### config.mk
export PLATFORM = sky130hd
export DESIGN_NAME = acs_top
export DESIGN_NICKNAME = d
export VERILOG_FILES = /design/src/rtl/acs_pkg.sv /design/src/rtl/acs_top.sv
export VERILOG_INCLUDE_DIRS = /design/src /design/src/rtl
export SDC_FILE = /design/constraint.sdc
export NUM_CORES = 1
export LEC_CHECK = 0
export ABC_AREA = 0
export BUFFER_PORTS_ARGS = -buffer_cell sky130_fd_sc_hd__buf_2
export CORE_ASPECT_RATIO = 0.8
export CORE_MARGIN = 2
export CORE_UTILIZATION = 30
export CTS_CLUSTER_DIAMETER = 150
export DETAILED_ROUTE_END_ITERATION = 6
export HOLD_SLACK_MARGIN = 0.12
export PLACE_DENSITY = 0.58
export SYNTH_ARGS = -nofsm -noshare
export SYNTH_HDL_FRONTEND = slang
export SYNTH_SLANG_ARGS = --single-unit
### constraint.sdc
create_clock -name REF_CLK -period 6.5 [get_ports REF_CLK]
set_input_delay 1.3 -clock REF_CLK [delete_from_list [all_inputs] [get_ports REF_CLK]]
set_output_delay 1.3 -clock REF_CLK [all_outputs]
set_load 0.02 [all_outputs]
### src/rtl/acs_params.svh
// Register offsets, field positions, reset values and timing counts
`ifndef ACS_PARAMS_SVH
`define ACS_PARAMS_SVH

`define ACS_OFF_CTRL0   8'h00
`define ACS_OFF_CTRL1   8'h04
`define ACS_OFF_CTRL2   8'h08
`define ACS_OFF_RESH    8'h0c
`define ACS_OFF_RESL    8'h10
`define ACS_OFF_STAT    8'h14

`define ACS_C0_EN       0
`define ACS_C0_GO       1
`define ACS_C0_CHS_LO   2
`define ACS_C0_CHS_HI   5
`define ACS_C1_NREF_LO  0
`define ACS_C1_NREF_HI  1
`define ACS_C1_PREF_LO  2
`define ACS_C1_PREF_HI  3
`define ACS_C2_CLK_LO   0
`define ACS_C2_CLK_HI   2
`define ACS_C2_ACQ_LO   3
`define ACS_C2_ACQ_HI   5
`define ACS_C2_JUST     7
`define ACS_ST_DONE     0
`define ACS_ST_OFF      1

`define ACS_RST_CTRL    8'h00
`define ACS_RST_RES     8'h00

`define ACS_CLK_NS      10
`define ACS_INST_NS     40
`define ACS_INST_CYC    ((`ACS_INST_NS + `ACS_CLK_NS - 1) / `ACS_CLK_NS)
`define ACS_CONV_TADS   5'd11
`define ACS_RECOV_TADS  5'd2

`endif

### src/rtl/acs_pkg.sv
// Types shared by the conversion sequencer
package acs_pkg;

  typedef enum logic [4:0] {
    ACS_IDLE  = 5'h01,
    ACS_WAIT  = 5'h02,
    ACS_ACQ   = 5'h04,
    ACS_CONV  = 5'h08,
    ACS_RECOV = 5'h10
  } acs_state_t;

  typedef struct packed {
    logic [7:0]  adr;
    logic [31:0] dat;
    logic [3:0]  sel;
    logic        we;
    logic        cyc;
    logic        stb;
  } acs_wb_req_t;

  typedef struct packed {
    logic [31:0] dat;
    logic        ack;
  } acs_wb_rsp_t;

  typedef struct packed {
    logic [3:0] input_channel_select;
    logic [1:0] positive_reference_select;
    logic [1:0] negative_reference_select;
    logic       cfg_ok;
    logic       sample;
    logic       discharge;
    logic [9:0] trial;
  } acs_analog_t;

endpackage : acs_pkg

### src/rtl/acs_top.sv
// Converter sequencer: registers, bit clock, SAR sequence, Wishbone slave
// Function
// - Converter runs only while enable bit 0 of control zero is set.
// - Go starts conversion at once for acquisition 000, else after delay.
// - Acquisition code 010 inserts four bit periods before conversion.
// - With RC clock, conversion starts one instruction cycle after go.
// - Completion clears go, sets done flag, loads both result registers.
// - Capacitor array is discharged after every sample.
// - Early go clear stops; partial stored, unconverted bits copy the last.
// - Reset returns all registers to reset values, ending any conversion.
// - Two bit periods pass after completion or abort before resampling.
// - Sleep on RC completes; wakes if irq enabled, else powers off.
// - Sleep on other clocks aborts and powers off, enable reads one.
// - Compare unit trigger sets go and clears the associated timer.
// - Channel codes 0011-1011 inputs, 1110 ladder, 1111 fixed reference.
// - Go reads one while converting, zero otherwise; hardware clears it.
// - Positive reference: 00 supply, 01 pin, 10 fixed, 11 reserved.
// - Negative reference: 00 ground, 01 pin, 10 and 11 reserved.
// - Left format: high holds bits 9-2, low 7-6 hold bits 1-0.
// - Right format: high 1-0 hold bits 9-8, low holds bits 7-0.
// - A conversion takes eleven bit periods.
// - Done flag sets on every conversion regardless of irq enable.
//
// Added by the designer: the Wishbone register port and the register offsets.
`timescale 1ns/1ps
`include "acs_params.svh"

module acs_top (
  input  wire logic          REF_CLK,
  input  wire logic          RESET,
  input  wire acs_pkg::acs_wb_req_t WB_REQ,
  output acs_pkg::acs_wb_rsp_t WB_RSP,
  input  wire logic          RC_CLK,
  input  wire logic          COMP_BIT,
  input  wire logic          TRIG_EVENT,
  input  wire logic          SLEEP_MODE,
  input  wire logic          CONVERSION_IRQ_ENABLE,
  output acs_pkg::acs_analog_t ANALOG,
  output logic               CONVERSION_DONE_FLAG,
  output logic               WAKE_REQ,
  output logic               TIMER_CLEAR,
  output logic               CONVERTER_POWER
);
  import acs_pkg::*;

  localparam logic [4:0] INST_LAST = 5'(`ACS_INST_CYC - 1);

  function automatic logic [6:0] div_of(input logic [2:0] code);
    unique case (code)
      3'h0: div_of = 7'h02;
      3'h1: div_of = 7'h08;
      3'h2: div_of = 7'h20;
      3'h4: div_of = 7'h04;
      3'h5: div_of = 7'h10;
      3'h6: div_of = 7'h40;
      default: div_of = 7'h02;
    endcase
  endfunction : div_of

  function automatic logic [4:0] acq_of(input logic [2:0] code);
    unique case (code)
      3'h0: acq_of = 5'h00;
      3'h1: acq_of = 5'h02;
      3'h2: acq_of = 5'h04;
      3'h3: acq_of = 5'h06;
      3'h4: acq_of = 5'h08;
      3'h5: acq_of = 5'h0c;
      3'h6: acq_of = 5'h10;
      default: acq_of = 5'h14;
    endcase
  endfunction : acq_of

  // Undecided bits copy the last decided one; full mask gives the result
  function automatic logic [9:0] fill_partial(
    input logic [9:0] val,
    input logic [9:0] mask,
    input logic       last);
    fill_partial = (val & mask) | ({10{last}} & ~mask);
  endfunction : fill_partial

  function automatic logic [15:0] fmt_of(
    input logic [9:0] v,
    input logic       right);
    fmt_of = right ? {6'h00, v} : {v, 6'h00};
  endfunction : fmt_of

  // Bus slave
  logic        ack_reg;
  logic [31:0] rdat_reg;
  wire         bus_req  = WB_REQ.cyc & WB_REQ.stb;
  wire         bus_wr   = bus_req & ack_reg & WB_REQ.we & WB_REQ.sel[0];
  wire  [7:0]  wdat     = WB_REQ.dat[7:0];
  wire         wr_c0    = bus_wr & (WB_REQ.adr == `ACS_OFF_CTRL0);
  wire         wr_c1    = bus_wr & (WB_REQ.adr == `ACS_OFF_CTRL1);
  wire         wr_c2    = bus_wr & (WB_REQ.adr == `ACS_OFF_CTRL2);
  wire         wr_rh    = bus_wr & (WB_REQ.adr == `ACS_OFF_RESH);
  wire         wr_rl    = bus_wr & (WB_REQ.adr == `ACS_OFF_RESL);
  wire         wr_st    = bus_wr & (WB_REQ.adr == `ACS_OFF_STAT);

  // Control and result state
  logic       converter_enable_bit_reg;
  logic       go_reg;
  logic [3:0] input_channel_select_reg;
  logic [1:0] positive_reference_select_reg;
  logic [1:0] negative_reference_select_reg;
  logic       result_justify_select_reg;
  logic [2:0] acquisition_time_select_reg;
  logic [2:0] conversion_clock_select_reg;
  logic [7:0] result_high_byte_reg;
  logic [7:0] result_low_byte_reg;
  logic       done_flag_reg;
  logic       off_reg;

  // Sequencer state
  acs_state_t state_reg;
  acs_state_t state_next;
  logic [4:0] cnt_reg;
  logic [4:0] cnt_next;
  logic [5:0] div_cnt_reg;
  logic [9:0] sar_reg;
  logic [9:0] mask_reg;
  logic [9:0] trial_reg;
  logic       last_reg;
  logic       rc_s1_reg;
  logic       rc_s2_reg;
  logic       rc_s3_reg;
  logic       cmp_s1_reg;
  logic       cmp_s2_reg;
  acs_analog_t ana_reg;
  logic       wake_reg;
  logic       tclr_reg;
  logic       pwr_reg;

  // Bit clock: Fosc divider, or RC clock brought in through two flops
  wire        rc_sel   = (conversion_clock_select_reg[1:0] == 2'h3);
  wire [6:0]  div_lim  = div_of(conversion_clock_select_reg);
  wire        busy     = (state_reg == ACS_WAIT) | (state_reg == ACS_ACQ)
                       | (state_reg == ACS_CONV);
  wire        run      = busy | (state_reg == ACS_RECOV);
  wire        fosc_tick = run & ((7'(div_cnt_reg) + 7'h01) == div_lim);
  wire        rc_rise  = rc_s2_reg & ~rc_s3_reg;
  wire        tad_tick = rc_sel ? rc_rise : fosc_tick;
  wire [5:0]  div_cnt_next = (~run | fosc_tick) ? 6'h00
                           : div_cnt_reg + 6'h01;

  // Sequencing events
  wire        active   = converter_enable_bit_reg & ~off_reg;
  wire [4:0]  acq_n    = acq_of(acquisition_time_select_reg);
  wire        sw_clear = wr_c0 & ~wdat[`ACS_C0_GO];
  // A clearing write on the start edge must not leave a run with go low
  wire        start    = (state_reg == ACS_IDLE) & go_reg & active
                       & ~sw_clear;
  wire        abort_sw = busy & sw_clear;
  wire        sleep_kill = busy & SLEEP_MODE & ~rc_sel;
  wire        dis_kill = busy & ~converter_enable_bit_reg;
  wire        done_ev  = (state_reg == ACS_CONV) & tad_tick
                       & (cnt_reg == `ACS_CONV_TADS - 5'd1);
  wire        trig_set = TRIG_EVENT & active;
  // Go is honoured only if enable was already set before this write
  wire        sw_set   = wr_c0 & wdat[`ACS_C0_GO]
                       & converter_enable_bit_reg;
  wire        go_set   = trig_set | sw_set;
  wire        go_clr   = done_ev | sw_clear | sleep_kill
                       | ~converter_enable_bit_reg;
  // Hardware set beats any clear in the same cycle
  wire        go_next  = go_set | (go_reg & ~go_clr);
  wire        load_res = (state_reg == ACS_CONV)
                       & (done_ev | abort_sw | sleep_kill);
  wire        off_set  = sleep_kill
                       | (done_ev & SLEEP_MODE
                          & ~CONVERSION_IRQ_ENABLE);
  wire        off_next = off_set | (off_reg & SLEEP_MODE);
  wire        flag_next = done_ev
                        | (done_flag_reg
                           & ~(wr_st & wdat[`ACS_ST_DONE]));

  // Successive approximation: the one-hot trial walks down one bit per tick
  wire        sar_step = (state_reg == ACS_CONV) & tad_tick;
  wire [9:0]  sar_stepped = (sar_reg & ~trial_reg)
                          | (cmp_s2_reg ? trial_reg : 10'h000)
                          | (trial_reg >> 1);
  wire        trial_live = |trial_reg;
  wire [9:0]  res_val  = fill_partial(sar_reg, mask_reg, last_reg);
  wire [15:0] res_fmt  = fmt_of(res_val, result_justify_select_reg);

  wire        chan_ok  = (input_channel_select_reg >= 4'h3
                          & input_channel_select_reg <= 4'hb)
                       | (input_channel_select_reg >= 4'he);
  wire        refs_ok  = (positive_reference_select_reg != 2'h3)
                       & ~negative_reference_select_reg[1];

  // Next-state of the sequencer
  always_comb
  begin
    state_next = state_reg;
    cnt_next   = cnt_reg;
    unique case (state_reg)
      ACS_IDLE:
      begin
        cnt_next = 5'h00;
        if (start)
        begin
          if (rc_sel)
            state_next = ACS_WAIT;
          else if (acq_n == 5'h00)
            state_next = ACS_CONV;
          else
            state_next = ACS_ACQ;
        end
      end
      ACS_WAIT:
      begin
        if (cnt_reg == INST_LAST)
        begin
          cnt_next   = 5'h00;
          state_next = (acq_n == 5'h00) ? ACS_CONV : ACS_ACQ;
        end
        else
          cnt_next = cnt_reg + 5'h01;
      end
      ACS_ACQ:
      begin
        if (tad_tick)
        begin
          if (cnt_reg == acq_n - 5'h01)
          begin
            cnt_next   = 5'h00;
            state_next = ACS_CONV;
          end
          else
            cnt_next = cnt_reg + 5'h01;
        end
      end
      ACS_CONV:
      begin
        if (done_ev)
        begin
          cnt_next   = 5'h00;
          state_next = ACS_RECOV;
        end
        else if (tad_tick)
          cnt_next = cnt_reg + 5'h01;
      end
      ACS_RECOV:
      begin
        if (tad_tick)
        begin
          if (cnt_reg == `ACS_RECOV_TADS - 5'd1)
          begin
            cnt_next   = 5'h00;
            state_next = ACS_IDLE;
          end
          else
            cnt_next = cnt_reg + 5'h01;
        end
      end
      default:
      begin
        cnt_next   = 5'h00;
        state_next = ACS_IDLE;
      end
    endcase
    if (abort_sw | sleep_kill | dis_kill)
    begin
      cnt_next   = 5'h00;
      state_next = ACS_RECOV;
    end
  end

  wire [31:0] rd_mux =
    (WB_REQ.adr == `ACS_OFF_CTRL0) ?
      {24'h0, 2'h0, input_channel_select_reg, go_reg,
       converter_enable_bit_reg} :
    (WB_REQ.adr == `ACS_OFF_CTRL1) ?
      {24'h0, 4'h0, positive_reference_select_reg,
       negative_reference_select_reg} :
    (WB_REQ.adr == `ACS_OFF_CTRL2) ?
      {24'h0, result_justify_select_reg, 1'b0,
       acquisition_time_select_reg, conversion_clock_select_reg} :
    (WB_REQ.adr == `ACS_OFF_RESH) ? {24'h0, result_high_byte_reg} :
    (WB_REQ.adr == `ACS_OFF_RESL) ? {24'h0, result_low_byte_reg} :
    (WB_REQ.adr == `ACS_OFF_STAT) ?
      {30'h0, off_reg, done_flag_reg} : 32'h0;

  // Synchronisers for the RC clock and comparator level
  always_ff @(posedge REF_CLK)
  begin
    rc_s1_reg  <= RC_CLK;
    rc_s2_reg  <= rc_s1_reg;
    rc_s3_reg  <= rc_s2_reg;
    cmp_s1_reg <= COMP_BIT;
    cmp_s2_reg <= cmp_s1_reg;
  end

  always_ff @(posedge REF_CLK)
  begin
    if (RESET)
    begin
      ack_reg  <= 1'b0;
      rdat_reg <= 32'h0;
    end
    else
    begin
      ack_reg  <= bus_req & ~ack_reg;
      rdat_reg <= (bus_req & ~ack_reg) ? rd_mux : rdat_reg;
    end
  end

  // Control registers; reset ends any conversion
  always_ff @(posedge REF_CLK)
  begin
    if (RESET)
    begin
      converter_enable_bit_reg      <= 1'b0;
      go_reg                        <= 1'b0;
      input_channel_select_reg      <= 4'h0;
      positive_reference_select_reg <= 2'h0;
      negative_reference_select_reg <= 2'h0;
      result_justify_select_reg     <= 1'b0;
      acquisition_time_select_reg   <= 3'h0;
      conversion_clock_select_reg   <= 3'h0;
      done_flag_reg                 <= 1'b0;
      off_reg                       <= 1'b0;
    end
    else
    begin
      if (wr_c0)
      begin
        converter_enable_bit_reg <= wdat[`ACS_C0_EN];
        input_channel_select_reg <=
          wdat[`ACS_C0_CHS_HI:`ACS_C0_CHS_LO];
      end
      if (wr_c1)
      begin
        positive_reference_select_reg <=
          wdat[`ACS_C1_PREF_HI:`ACS_C1_PREF_LO];
        negative_reference_select_reg <=
          wdat[`ACS_C1_NREF_HI:`ACS_C1_NREF_LO];
      end
      if (wr_c2)
      begin
        result_justify_select_reg   <= wdat[`ACS_C2_JUST];
        acquisition_time_select_reg <=
          wdat[`ACS_C2_ACQ_HI:`ACS_C2_ACQ_LO];
        conversion_clock_select_reg <=
          wdat[`ACS_C2_CLK_HI:`ACS_C2_CLK_LO];
      end
      go_reg        <= go_next;
      done_flag_reg <= flag_next;
      off_reg       <= off_next;
    end
  end

  // Result bytes: a conversion load wins over a software write
  always_ff @(posedge REF_CLK)
  begin
    if (RESET)
    begin
      result_high_byte_reg <= `ACS_RST_RES;
      result_low_byte_reg  <= `ACS_RST_RES;
    end
    else if (load_res)
    begin
      result_high_byte_reg <= res_fmt[15:8];
      result_low_byte_reg  <= res_fmt[7:0];
    end
    else
    begin
      if (wr_rh)
        result_high_byte_reg <= wdat;
      if (wr_rl)
        result_low_byte_reg <= wdat;
    end
  end

  always_ff @(posedge REF_CLK)
  begin
    if (RESET)
    begin
      state_reg   <= ACS_IDLE;
      cnt_reg     <= 5'h00;
      div_cnt_reg <= 6'h00;
    end
    else
    begin
      state_reg   <= state_next;
      cnt_reg     <= cnt_next;
      div_cnt_reg <= div_cnt_next;
    end
  end

  always_ff @(posedge REF_CLK)
  begin
    if (RESET)
    begin
      sar_reg   <= 10'h000;
      mask_reg  <= 10'h000;
      trial_reg <= 10'h000;
      last_reg  <= 1'b0;
    end
    else if (state_reg != ACS_CONV)
    begin
      sar_reg   <= 10'h200;
      mask_reg  <= 10'h000;
      trial_reg <= 10'h200;
      last_reg  <= 1'b0;
    end
    else if (sar_step & trial_live)
    begin
      sar_reg   <= sar_stepped;
      mask_reg  <= mask_reg | trial_reg;
      trial_reg <= trial_reg >> 1;
      last_reg  <= cmp_s2_reg;
    end
  end

  // Outputs, all from flops
  always_ff @(posedge REF_CLK)
  begin
    if (RESET)
    begin
      ana_reg  <= '0;
      wake_reg <= 1'b0;
      tclr_reg <= 1'b0;
      pwr_reg  <= 1'b0;
    end
    else
    begin
      ana_reg.input_channel_select      <= input_channel_select_reg;
      ana_reg.positive_reference_select <=
        positive_reference_select_reg;
      ana_reg.negative_reference_select <=
        negative_reference_select_reg;
      // Reserved codes leave every source disconnected
      ana_reg.cfg_ok    <= chan_ok & refs_ok;
      ana_reg.sample    <= active & ((state_next == ACS_IDLE)
                         | (state_next == ACS_WAIT)
                         | (state_next == ACS_ACQ));
      ana_reg.discharge <= (state_next == ACS_RECOV);
      ana_reg.trial     <= (state_reg == ACS_CONV) ? sar_reg : 10'h000;
      wake_reg <= done_ev & SLEEP_MODE & CONVERSION_IRQ_ENABLE;
      tclr_reg <= trig_set;
      pwr_reg  <= active;
    end
  end

  assign WB_RSP               = '{dat: rdat_reg, ack: ack_reg};
  assign ANALOG               = ana_reg;
  assign CONVERSION_DONE_FLAG = done_flag_reg;
  assign WAKE_REQ             = wake_reg;
  assign TIMER_CLEAR          = tclr_reg;
  assign CONVERTER_POWER      = pwr_reg;
endmodule : acs_top

# --- Word level (Yosys, flattened, before mapping) ---
# Cells that the tools add are included.
word_totals:
  input_bits: 54
  output_inout_bits: 58
  reg_bits: 144
  word_cells: 212
op_classes:
  order_cmp: 3
  bitwise_logic: 81
  addsub: 4
  n_eq_ne: 36
  reduce_logical: 12
  mux: 38
ops:
  columns: ["cell", "count"]
  rows:
  - ["two-way mux 5 bit", 15]
  - ["two-way mux 8 bit", 9]
  - ["two-way mux 10 bit", 5]
  - ["bitwise AND 1 bit", 40]
  - ["case mux 5 bit (7 select lines)", 1]
  - ["case mux 7 bit (5 select lines)", 1]
  - ["bitwise AND 10 bit", 3]
  - ["OR 10 bit", 3]
  - ["case mux 5 bit (5 select lines)", 1]
  - ["NOT 10 bit", 2]
  - ["case mux 5 bit (4 select lines)", 1]
  - ["OR 1 bit", 19]
  - ["equality test 3 bit, second input constant", 6]
  - ["equality test 8 x 4 -> 1 bit, second input constant", 2]
  - ["equality test 8 x 5 -> 1 bit, second input constant", 2]
  - ["two-way mux 16 bit", 1]
  - ["equality test 5 x 1 -> 1 bit, second input constant", 3]
  - ["equality test 5 x 2 -> 1 bit, second input constant", 3]
  - ["NOT 1 bit", 13]
  - ["equality test 5 x 3 -> 1 bit, second input constant", 2]
  - ["equality test 5 x 4 -> 1 bit, second input constant", 2]
  - ["equality test 5 bit, second input constant", 2]
  - ["OR 10 x 9 -> 10 bit", 1]
  - ["OR reduction 10 bit", 1]
  - ["other kinds (25)", 36]

# --- Logic depth before layout (Yosys ltp) ---
logic_depth:
  depth_word: 15
  mapped_depth: 11
  depth_no_buf: 9

# --- Least setup slack after synthesis ---
# No wires, ideal clock.
synth_timing:
  path_kind: "in2reg"
  from: "input port WB_REQ[42] in the netlist's numbering"
  to: "register result_high_byte_reg[0]"
  t_arrival_ps: 2915
  setup_slack_ps: 3447
  path_stages: 7
  n_path_buf: 2
  setup_time_ps: 137
  required_time_ps: 6363
  path_cell_list: "clkbuf_1 > inv_1 > nor3_1 > nor2b_1 > buf_1 > mux2i_1 > a211oi_1"
synth_via:
  elab_chain_len: 8
  elab_cells_between_ends: 11
  classes_between: "eq/ne: 1; mux: 1; bitwise: 7; reduce/logical: 2"
synth_lines:
  columns: ["item", "line", "rtl"]
  rows:
  - ["start: declaration", "acs_top.sv:31", "input wire acs_pkg::acs_wb_req_t WB_REQ,"]
  - ["logical NOT 8 bit (no source line)", null, null]
  - ["bitwise AND 1 bit", "acs_top.sv:93", "wire wr_c0 = bus_wr & (WB_REQ.adr == `ACS_OFF_CTRL0);"]
  - ["bitwise AND 1 bit", "acs_top.sv:149", "wire sw_clear = wr_c0 & ~wdat[`ACS_C0_GO];"]
  - ["bitwise AND 1 bit", "acs_top.sv:153", "wire abort_sw = busy & sw_clear;"]
  - ["OR 1 bit (2 in series)", "acs_top.sv:168", "& (done_ev | abort_sw | sleep_kill);"]
  - ["bitwise AND 1 bit", "acs_top.sv:168", null]
  - ["two-way mux 8 bit or nonzero test 2 bit (tied branches)", null, null]
  - ["end signal: assignment", "acs_top.sv:359", "result_high_byte_reg <= `ACS_RST_RES;"]
  - ["end signal: assignment", "acs_top.sv:364", "result_high_byte_reg <= res_fmt[15:8];"]
  - ["end signal: assignment", "acs_top.sv:370", "result_high_byte_reg <= wdat;"]
  - ["end: declaration", "acs_top.sv:109", "logic [7:0] result_high_byte_reg;"]
# Several ways; a longest one is shown, not always the timed one.
# A chain may end at the register's enable or synchronous reset.

# --- Worst setup path in the final report ---
layout_timing:
  from: "register div_cnt_reg[0]"
  to: "register sar_reg[7]"
layout_via:
  elab_chain_len: 6
layout_lines:
  columns: ["item", "line", "rtl"]
  rows:
  - ["start: declaration", "acs_top.sv:119", "logic [5:0] div_cnt_reg;"]
  - ["start signal: assignment", "acs_top.sv:388", "div_cnt_reg <= div_cnt_next;"]
  - ["adder 6 x 1 -> 7 bit", "acs_top.sv:140", "wire fosc_tick = run & ((7'(div_cnt_reg) + 7'h01) == div_lim);"]
  - ["equality test 7 bit", "acs_top.sv:140", null]
  - ["bitwise AND 1 bit", "acs_top.sv:140", null]
  - ["two-way mux 1 bit", "acs_top.sv:142", "wire tad_tick = rc_sel ? rc_rise : fosc_tick;"]
  - ["bitwise AND 1 bit", "acs_top.sv:178", "wire sar_step = (state_reg == ACS_CONV) & tad_tick;"]
  - ["bitwise AND 1 bit", "acs_top.sv:408", "else if (sar_step & trial_live)"]
  - ["end signal: assignment", "acs_top.sv:410", "sar_reg <= sar_stepped;"]
  - ["end: declaration", "acs_top.sv:120", "logic [9:0] sar_reg;"]
# No other way between the ends.

==> implementation parameters <==
Parameter                              Value

Outcome
  Outcome ... complete, no violations

Run
  Max-cap viol count ... 0

Logic synthesis
  Primary flip-flop cell chosen by synthesis mapping ... sky130_fd_sc_hd__dfxtp_1
  Number of warning messages in the yosys log ... 0
  Biggest area consumer among synthesized cells ... sky130_fd_sc_hd__dfxtp_1
  Register area share after synthesis ... ~41%
  Flip-flop and latch count after synthesis ... 120
  Post-synthesis average cell area ... between 8 and 9 um^2
  Post-synth top cells ... sky130_fd_sc_hd__dfxtp_1, sky130_fd_sc_hd__nor2_1, sky130_fd_sc_hd__nand2_1
  Synth top area cells ... sky130_fd_sc_hd__dfxtp_1, sky130_fd_sc_hd__mux2i_1, sky130_fd_sc_hd__nor2_1, sky130_fd_sc_hd__a21oi_1, sky130_fd_sc_hd__nand2_1
  Number of instances in the synthesized netlist ... just over 700
  Mapped Area ... approximately 0.0059 mm^2
  Share of the synthesized area in the top cell type ... 40.53%
  Most used standard cell by instance count after synthesis ... sky130_fd_sc_hd__dfxtp_1
  Number of different library cells in the post-synthesis netlist ... 70
  Asr flop ratio synth ... 0%
  Post-synth EDFFs ... 0

Pwr
  Clock share of power ... a little under three fifths
  Comb pwr share ... under 10%
  Int Power ... approximately 1.4 mW
  VDD IR max ... about 130 uV
  Sw Ratio ... a little under a quarter
  PwrDens ... roughly 260 mW/mm^2
  Portion of total power attributed to sequential cells ... between 40% and 50%
  Net load switching power ... slightly above 0.4 mW
  P_leak ... between 2 and 3 nW

Critical path
  Worst setup path startpoint ... div_cnt_reg[0]$_SDFF_PP0_
  Worst path required time ... slightly below 7 ns
  Source of the worst register-to-register timing path ... div_cnt_reg[0]$_SDFF_PP0_
  Classification of the worst setup path ... register to register
  Critical path data arrival time ... 3.60 ns
  Critical Path Start Type ... register
  Crit path max fanout ... 12
  Critical Path End Type ... register

CTS
  H-tree Lvls ... 4
  Clock tree root buffer cell ... sky130_fd_sc_hd__clkbuf_16
  Clock Latency Late Sink ... ~0.42 ns
  Number of clock sinks ... between 100 and 150
  Worst-case clock buffer depth ... 2
  Post_cts resized ... 0
  Clock tree from TritonCTS ... built
  Clock transition at the registers of the reported paths ... about 0.06 ns
  Number of buffers added by the clock tree synthesis step ... 17
  Buffers inserted by post-CTS timing repair ... 0
  Number of hold buffers added after cts ... 0

Die
  Placeable core region ... ~0.019 mm^2
  Effective utilization at floorplan ... between 30% and 40%
  Number of cell rows ... 45
  Overall die area ... between 0.02 and 0.025 mm^2
  Die Span X ... about 160 um
  Overall die height ... between 100 and 150 um
  Boundary pin count ... 112

Routing
  Wirelength, routed ... around 16 mm
  WL per Instance ... 15.73 um
  Post-DRT Antenna Nets ... 0
  DRC violations left ... 0
  Number of design-rule violations left by the first detailed-router iteration ... ~380
  Total vias in the final route ... ~5.3k
  Per-cell via count in the routed design ... between 5 and 6
  Pre-Repair DR Iteration Count ... 5

Placement
  HPWL Detailed ... around 11 mm
  PortBufs ... 60
  Final estimated routing congestion in global placement ... about 0.89

Min path
  Startpoint of the tightest hold check path ... cmp_s1_reg$_DFF_P_
  Worst hold path class ... register to register

Cells and area
  Max FFs per register ... 21
  Fraction of final layout cells sized beyond drive strength 1 ... 16.71%
  Synth-to-layout area growth ... 17.06%
  Antenna diode count ... 0
  Layout Nets ... between 800 and 900

Global route
  First-pass GRT wire length ... 25.81 mm
  Number of antenna violations at the first check in global routing ... 0
  GRT Resource Usage Total ... 15.73%
  Pin count of the biggest net entering global routing ... 63
  GR Overflow Total ... 0
  Via count of the first global-routing pass ... 4841

Timing
  Relative slew margins ... 32.80%
  Hold slack final ... 0.3251 ns
  Setup total negative slack ... 0 ns
  Unrepaired setup endpoints after global routing ... no
  Post-route fraction of the period consumed by the critical path ... a little under 50%
  Clk_skew ... a little over 0.009 ns
  Final number of hold-violating endpoints ... 0
  Worst Tran Pin Value ... 1.006 ns
  Setup-failing EPs final ... 0
  Slew Limit Fails ... 0
  Max Freq ... around 310 MHz
  Final worst path period need ... around 3.2 ns
-- through the flow --
stage          cell area, um^2  std cells  utilization [%]  worst slack [ns]  power, mW
5_1_grt                   6938       1024            36.24             3.026      1.854
6_report                  6938       1024            36.24             3.274      1.795
3_3_place_gp              6319        992            33.01             2.999     0.8132
2_1_floorplan             6013        736                -             3.447     0.8035
3_5_place_dp              6319        992            33.01             2.966     0.8132
4_1_cts                   6938       1024            36.24             3.312      1.811
-- path summary, 6_finish.rpt --
check | to | slack (ns) | cells past startpoint
max | sar_reg[7]$_SDFFE_PP0P_ | 3.27 | 8
min | cmp_s2_reg$_DFF_P_ | 0.33 | 0
max reg2reg | sar_reg[7]$_SDFFE_PP0P_ | 3.27 | 8
min reg2reg | cmp_s2_reg$_DFF_P_ | 0.33 | 0
-- metal layers --
metal  share of wire [%]  GRT usage [%]
met2                  45          24.59
met4                 1.6          6.250
met1                  47          21.17
met5                   0              0
met3                 6.3          3.655
-- layout make-up --
class | instances | area (um^2)
Clock buffer | 20 | 456.7
Clock inverter | 12 | 162.7
Fill cell | 1986 | 12210
Inverter | 13 | 48.80
Multi-Input combinational cell | 536 | 3207
Sequential cell | 120 | 2402
Tap cell | 258 | 322.8
Timing Repair Buffer | 65 | 337.8
-- cell families (layout without fill, tap and decap cells) --
logic type      Yosys count  count (layout)  share of synthesized area [%]
compound gates          182             182                          21.47
other cells               1              24                        0.06327
fa+ha+maj                 5               5                          1.056
flops                   120             120                          40.53
mux                      39              39                          6.629
xor+xnor                  9               9                          1.330
simple gates            277             277                          21.95
buf+inv                  80             110                          6.966
-- cells in the final DEF (no fill, tap or decap), drive strengths merged, types with 6 or more instances in the layout --
master	count
o21ai	32
and3	14
nand2b	6
mux2i	37
nor2	85
conb	24
clkbuf	20
inv	19
xnor2	6
o221a	9
buf	65
a311oi	11
nor3	16
nand2	70
nand3	43
nand3b	6
a211oi	17
nor2b	17
a21oi	60
dfxtp	120
o211ai	8
-- power by group through the flow --
stage	sequential (mW)	combinational [mW]	clock [mW]
finish	0.742	0.0553	0.997
global route	0.742	0.0603	1.05
CTS	0.742	0.0548	1.01
detailed placement	0.758	0.0547	0
global placement	0.758	0.0548	0
floorplan	0.759	0.0446	0
-- worst max-delay path: stages, from the launching register on --
cell and delay [ns]:
sky130_fd_sc_hd__dfxtp_1 0.34, sky130_fd_sc_hd__ha_1 0.25, sky130_fd_sc_hd__and3_2 0.21, sky130_fd_sc_hd__a31oi_1 0.17
sky130_fd_sc_hd__o21ai_0 0.14, sky130_fd_sc_hd__a221oi_1 0.48, sky130_fd_sc_hd__o211ai_2 0.44, sky130_fd_sc_hd__a211oi_2 0.81
sky130_fd_sc_hd__o221a_2 0.33
Note: power is estimated with default switching activity, not from simulation.
